[src/shared/pile_pkg.sv]
package pile_pkg;
  localparam int unsigned DATA_W = 4;
  localparam int unsigned INSTR_W = 10;
  // Opcodes and masks for the four decoded instructions
  localparam logic [9:0] OPC_PORT3_IN = 10'h263;
  localparam logic [9:0] OPC_INCR_IDX = 10'h013;
  localparam logic [9:0] MSK_LOAD_ACC = 10'h3f0;
  localparam logic [9:0] OPC_LOAD_ACC = 10'h070;
  localparam logic [9:0] MSK_LOAD_RC = 10'h300;
  localparam logic [9:0] OPC_LOAD_RC = 10'h300;
  localparam logic [3:0] RST_NIBBLE = 4'h0;
  localparam logic [3:0] ONE_NIBBLE = 4'h1;
  localparam logic [1:0] ZERO_HI = 2'h0;
  // Immediate field positions and port width
  localparam int unsigned IMM_LO_LSB = 0;
  localparam int unsigned IMM_HI_LSB = 4;
  localparam int unsigned PORT3_W = 2;
  typedef enum logic [2:0] {
    PILE_OP_NONE,
    PILE_OP_PORT3_IN,
    PILE_OP_INCR_IDX,
    PILE_OP_LOAD_ACC,
    PILE_OP_LOAD_RC
  } pile_op_t;
endpackage

[src/verilog/pile_exec.sv]
`timescale 1ns/1ps
// Function
// (RQ1) The opcode 1001100011 is decoded as the one-word port-three input.
// (RQ2) Port-three input copies the two port pins into accumulator bits 1:0.
// (RQ3) Port-three input clears accumulator bits 3:2.
// (RQ4) Index increment adds one to Y mod 16 and skips the next word on 0.
// (RQ5) Accumulator immediate load writes its 4-bit field into A.
// (RQ6) In a run of accumulator loads only the first one executes.
// (RQ7) Row/column load holds prefix 11, then X field, then Y field.
// (RQ8) Row/column load writes the upper field to X and the lower to Y.
// (RQ9) In a run of row/column loads only the first one executes.
// (RQ10) Each instruction is one word, one cycle, and leaves carry alone.
// (RQ11) A skipped word uses its cycle but changes no register or flag. Code: it still clears skip_q and is recorded in last_op_q.
module pile_exec
(
  input wire logic mclk_i,
  input wire logic rst_n_i,
  input wire logic instr_valid_i,
  input wire logic [pile_pkg::INSTR_W-1:0] instr_i,
  input wire logic [1:0] two_bit_port_three_i,
  input wire logic carry_flag_i,
  output logic [pile_pkg::DATA_W-1:0] acc_o,
  output logic [pile_pkg::DATA_W-1:0] reg_x_o,
  output logic [pile_pkg::DATA_W-1:0] reg_y_o,
  output logic carry_flag_o,
  output logic skip_o
);
  import pile_pkg::*;

  // ----------------------------------------
  // Decode
  // ----------------------------------------
  // Fixed opcodes are matched before the masked groups
  function automatic pile_op_t decode(input logic [INSTR_W-1:0] w);
    pile_op_t op;
    op = PILE_OP_NONE;
    if (w == OPC_PORT3_IN)
      op = PILE_OP_PORT3_IN; // [RQ1]
    else if (w == OPC_INCR_IDX)
      op = PILE_OP_INCR_IDX;
    else if ((w & MSK_LOAD_ACC) == OPC_LOAD_ACC)
      op = PILE_OP_LOAD_ACC;
    else if ((w & MSK_LOAD_RC) == OPC_LOAD_RC)
      op = PILE_OP_LOAD_RC; // [RQ7]
    return op;
  endfunction

  // Port pins are asynchronous: two flops before use
  logic [PORT3_W-1:0] p3_meta_q, p3_sync_q;
  always_ff @(posedge mclk_i)
  begin
    p3_meta_q <= two_bit_port_three_i;
    p3_sync_q <= p3_meta_q;
  end

  // ----------------------------------------
  // Execute
  // ----------------------------------------
  pile_op_t op, last_op_q, last_op_d;
  logic [DATA_W-1:0] acc_q, acc_d, x_q, x_d, y_q, y_d, y_inc;
  logic skip_q, skip_d;

  assign op = decode(instr_i);
  assign y_inc = y_q + ONE_NIBBLE;

  always_comb
  begin
    acc_d = acc_q;
    x_d = x_q;
    y_d = y_q;
    skip_d = skip_q;
    last_op_d = last_op_q;
    if (instr_valid_i)
    begin
      // Idle cycles leave the history alone, so a bubble does not end a run
      last_op_d = op;
      skip_d = 1'h0;
      // A skipped word still uses its slot; A, X and Y are left untouched
      if (!skip_q) // [RQ11]
      begin
        case (op)
          PILE_OP_PORT3_IN:
            acc_d = {ZERO_HI, p3_sync_q}; // [RQ2] [RQ3]
          PILE_OP_INCR_IDX:
          begin
            y_d = y_inc; // [RQ4]
            skip_d = (y_inc == RST_NIBBLE); // [RQ4]
          end
          PILE_OP_LOAD_ACC:
            if (last_op_q != PILE_OP_LOAD_ACC) // [RQ6]
              acc_d = instr_i[IMM_LO_LSB +: DATA_W]; // [RQ5]
          PILE_OP_LOAD_RC:
            if (last_op_q != PILE_OP_LOAD_RC) // [RQ9]
            begin
              x_d = instr_i[IMM_HI_LSB +: DATA_W]; // [RQ8]
              y_d = instr_i[IMM_LO_LSB +: DATA_W]; // [RQ8]
            end
          default:
            acc_d = acc_q;
        endcase
      end
    end
  end

  always_ff @(posedge mclk_i)
  begin
    // Only the state registers reset; the pin flops flush within two cycles
    if (!rst_n_i)
    begin
      acc_q <= RST_NIBBLE;
      x_q <= RST_NIBBLE;
      y_q <= RST_NIBBLE;
      skip_q <= 1'h0;
      last_op_q <= PILE_OP_NONE;
    end
    else
    begin
      acc_q <= acc_d;
      x_q <= x_d;
      y_q <= y_d;
      skip_q <= skip_d;
      last_op_q <= last_op_d;
    end
  end

  assign acc_o = acc_q;
  assign reg_x_o = x_q;
  assign reg_y_o = y_q;
  // Carry is outside these instructions; pass it through unchanged
  assign carry_flag_o = carry_flag_i; // [RQ10]
  assign skip_o = skip_q;
endmodule

[config.mk]
export PLATFORM = sky130hd
export DESIGN_NAME = pile_exec
export DESIGN_NICKNAME = d
export VERILOG_FILES = /design/src/shared/pile_pkg.sv /design/src/verilog/pile_exec.sv
export SDC_FILE = /design/constraint.sdc
export NUM_CORES = 1
export LEC_CHECK = 0
export BUFFER_PORTS_ARGS = -buffer_cell sky130_fd_sc_hd__buf_2
export CORE_AREA = 2 2 47 53
export CTS_BUF_LIST = sky130_fd_sc_hd__clkbuf_16
export CTS_CLUSTER_DIAMETER = 60
export DETAILED_ROUTE_END_ITERATION = 8
export DIE_AREA = 0 0 49 55
export PLACE_DENSITY = 0.82
export SKIP_CTS_REPAIR_TIMING = 1
export SLEW_MARGIN = 25
export SYNTH_ARGS = -nofsm -noshare
export SYNTH_HDL_FRONTEND = slang
export SYNTH_SLANG_ARGS = --single-unit
[constraint.sdc]
create_clock -name mclk_i -period 2.3 [get_ports mclk_i]
set_clock_uncertainty 0.1 [all_clocks]
set_input_delay 0.115 -clock mclk_i [delete_from_list [all_inputs] [get_ports mclk_i]]
set_output_delay 0.115 -clock mclk_i [all_outputs]
set_load 0.05 [all_outputs]
==> impl_metrics.toml <==
[critical_path]
crit_path_start_kind = "primary input"
critPathCaptureType = "flip-flop"
cp_slowest_cell = "or4b_4"
cp_cell_sequence = "buf_2 -> nor4b_4 -> or4b_4 -> o31ai_4 -> mux2i_1 -> a21boi_1"
crit_arrival_ps = 1800
critPathRequiredTime_ps = 2340
crit_type = "primary input to flip-flop"
critPathMaxStageDelay_ps = 540
worstPathMaxFanout = 5

[cells_and_area]
mostFrequentLayoutCell = "buf_2"
drive_gt1_share_pct = 28.3
diodes = 0
final_nets = 157
most-common-layout-cells = "buf_2 (27), dfxtp_1 (20), nand2_1 (12)"
fillers = 202
fin_area_um2 = 1250
area_growth_pct = 24.4

[place]
port_buffers = 27
place_area_um2 = 1150
dpl.hpwl_um = 1700
gp_congestion = 0.841

[synth]
syn_inst = 109
ys_seq_area_share_pct = 39.9
syn-num-nets = 127
ys_ff_latch = 20
synth.avg_cell_area_um2 = 9.22
synth_cell_types = 34
ys.warnings.count = 0
syn-cell-area_um2 = 1000

[pwr]
cellPowerDensity_nw_per_um2 = 669
p_leak_nw = 0.513
vdd_drop_max_mv = 0.513
p_total_mw = 0.836

[clock_tree]
h-tree-depth = 1
cts_tree = "built"
clock-root-buffer = "clkbuf_16"
clockBufferDepth = 2
clkSinkCount = 20
clock_latency_ps = 250
tritoncts.num_buffers = 3
clk_pin_slew_ps = 50

[sta]
fmax_mhz = 568
finalCritPeriodShare_pct = 76.6
relSlewSlack_pct = 60.1
rsz0062_at_grt = "false"
finalMaxSlewViolations = 0
timing.setup.tns_ps = 0
period_minus_slack_ps = 1760
setup_viol = 0
timing.final.hold_violations = 0
hold_ws_ps = 45.7
worstMarginPinSlew_ps = 598

[detailed_routing]
dr.pass1.iters = 4
wl_um = 2420
wire_per_inst_um = 14.4
drc = 0
via_count = 921
drt-initial-drc-count = 30
routed_via_density = 5.48
detail-route-antenna-nets = 0

[hold_path]
hold_class = "primary input to flip-flop"

[floorplanning]
fp.dieH_um = 55
die_area_um2 = 2700
num_io_pins = 30
core_area_um2 = 2180
rows = 18
die_w_um = 49
start_util_pct = 46.0

[grt]
grt_pass1_vias = 865
grt_pass1_wl_um = 4000
grt_max_degree = 16
gr-total-overflow = 0
antenna_found_initial = 0
grt_usage_pct = 19.9

[run_status]
outcome = "finished, final reports clean"

[run]
maxCapViolCount = 0
==> cells in the mapped netlist (all sizes together) <==
cell     number  share of area [%]
dfxtp        20                 40
nand2        12                4.5
mux2i        10                 10
nand3         9                4.5
nor2          9                3.4
a21oi         4                2.0
and2          4                2.6
nor2b         4                2.5
o21ai         4                2.0
o31ai         4                4.4
buf           2                1.9
clkbuf        2               0.75
ha            2                2.5
inv           2               0.75
nand3b        2                1.5
nor3          2                1.0
o2111ai       2                1.7
or2b          2                1.7
a211o         1               0.87
a211oi        1                1.2
a21boi        1               0.75
a311oi        1               0.87
a31oi         1               0.62
and2b         1               0.87
nand4         1               0.62
nand4bb       1                1.1
nor4          1               0.62
nor4b         1                2.4
o22ai         1               0.62
or2           1               0.62
or4b          1                1.4
==> layout make-up <==
type	instances	area, um^2	share of cell area, %
multi-input cells	83	571	45.6
flip-flops and latches	20	400	32.0
repair buffers	29	155	12.4
clock buffers	3	75.1	6.01
well taps	30	37.5	3.00
inverters	2	7.51	0.601
clock inverters	1	3.75	0.300
==> where the power goes <==
part / switching (mW) / total [mW] / leakage (nW) / internal [mW]
logic: 0.0684 / 0.107 / 0.311 / 0.0390
clock network: 0.128 / 0.359 / 0.0385 / 0.232
registers: 0.0102 / 0.369 / 0.164 / 0.359
total: 0.206 / 0.836 / 0.513 / 0.630
==> flip-flops by register name, summed over array words and instances (netlist names) <==
name       count
acc_o          4
reg_x_o        4
reg_y_o        4
last_op_q      3
p3_meta_q      2
p3_sync_q      2
skip_o         1
==> cell families after synthesis <==
family | after synthesis | synth area share (%)
AO/OA/AOI/OAI | 20 | 15.1
multiplexers | 10 | 9.96
flip-flops | 20 | 39.9
AND/OR/NAND/NOR | 51 | 29.3
buffers and inverters | 6 | 3.36
adder cells (fa/ha/maj) | 2 | 2.49
==> layer usage <==
layer,share of wire (%),vias up,GRT usage [%]
met5,0,-,0
met4,1.8,0,8.57
met3,3.6,5,2.69
met2,49,26,36.5
met1,46,438,23.9
li1,-,452,-
==> critical path, delay by kind of cell <==
| kind | cells | cell delay [ps] |
|---|---|---|
| compound gates | 2 | 420 |
| buf+inv | 1 | 130 |
| mux | 1 | 250 |
| simple gates | 2 | 870 |
==> path summary, 6_finish.rpt <==
kind,slack (ps),depth (start not counted),start,endpoint
worst min register to register,230,0,p3_meta_q[1]$_DFF_P_,p3_sync_q[1]$_DFF_P_
worst max-delay path,540,6,instr_i[7],reg_y_o[3]$_SDFFE_PN0P_
worst min-delay path,50,2,instr_valid_i,last_op_q[0]$_SDFFE_PN0P_
worst max register to register,600,4,skip_o$_SDFFE_PN0P_,reg_x_o[3]$_SDFFE_PN0P_
==> metrics by stage <==
step / setup slack [ps] / utilization (%) / std cells
4_1_cts: 548 / 56.3 / 166
5_1_grt: 453 / 57.2 / 168
3_5_place_dp: 353 / 52.7 / 162
6_report: 538 / 57.2 / 168
3_3_place_gp: 415 / 52.7 / 162
2_1_floorplan: 560 / - / 109
Power figures use the tool's default switching activity.
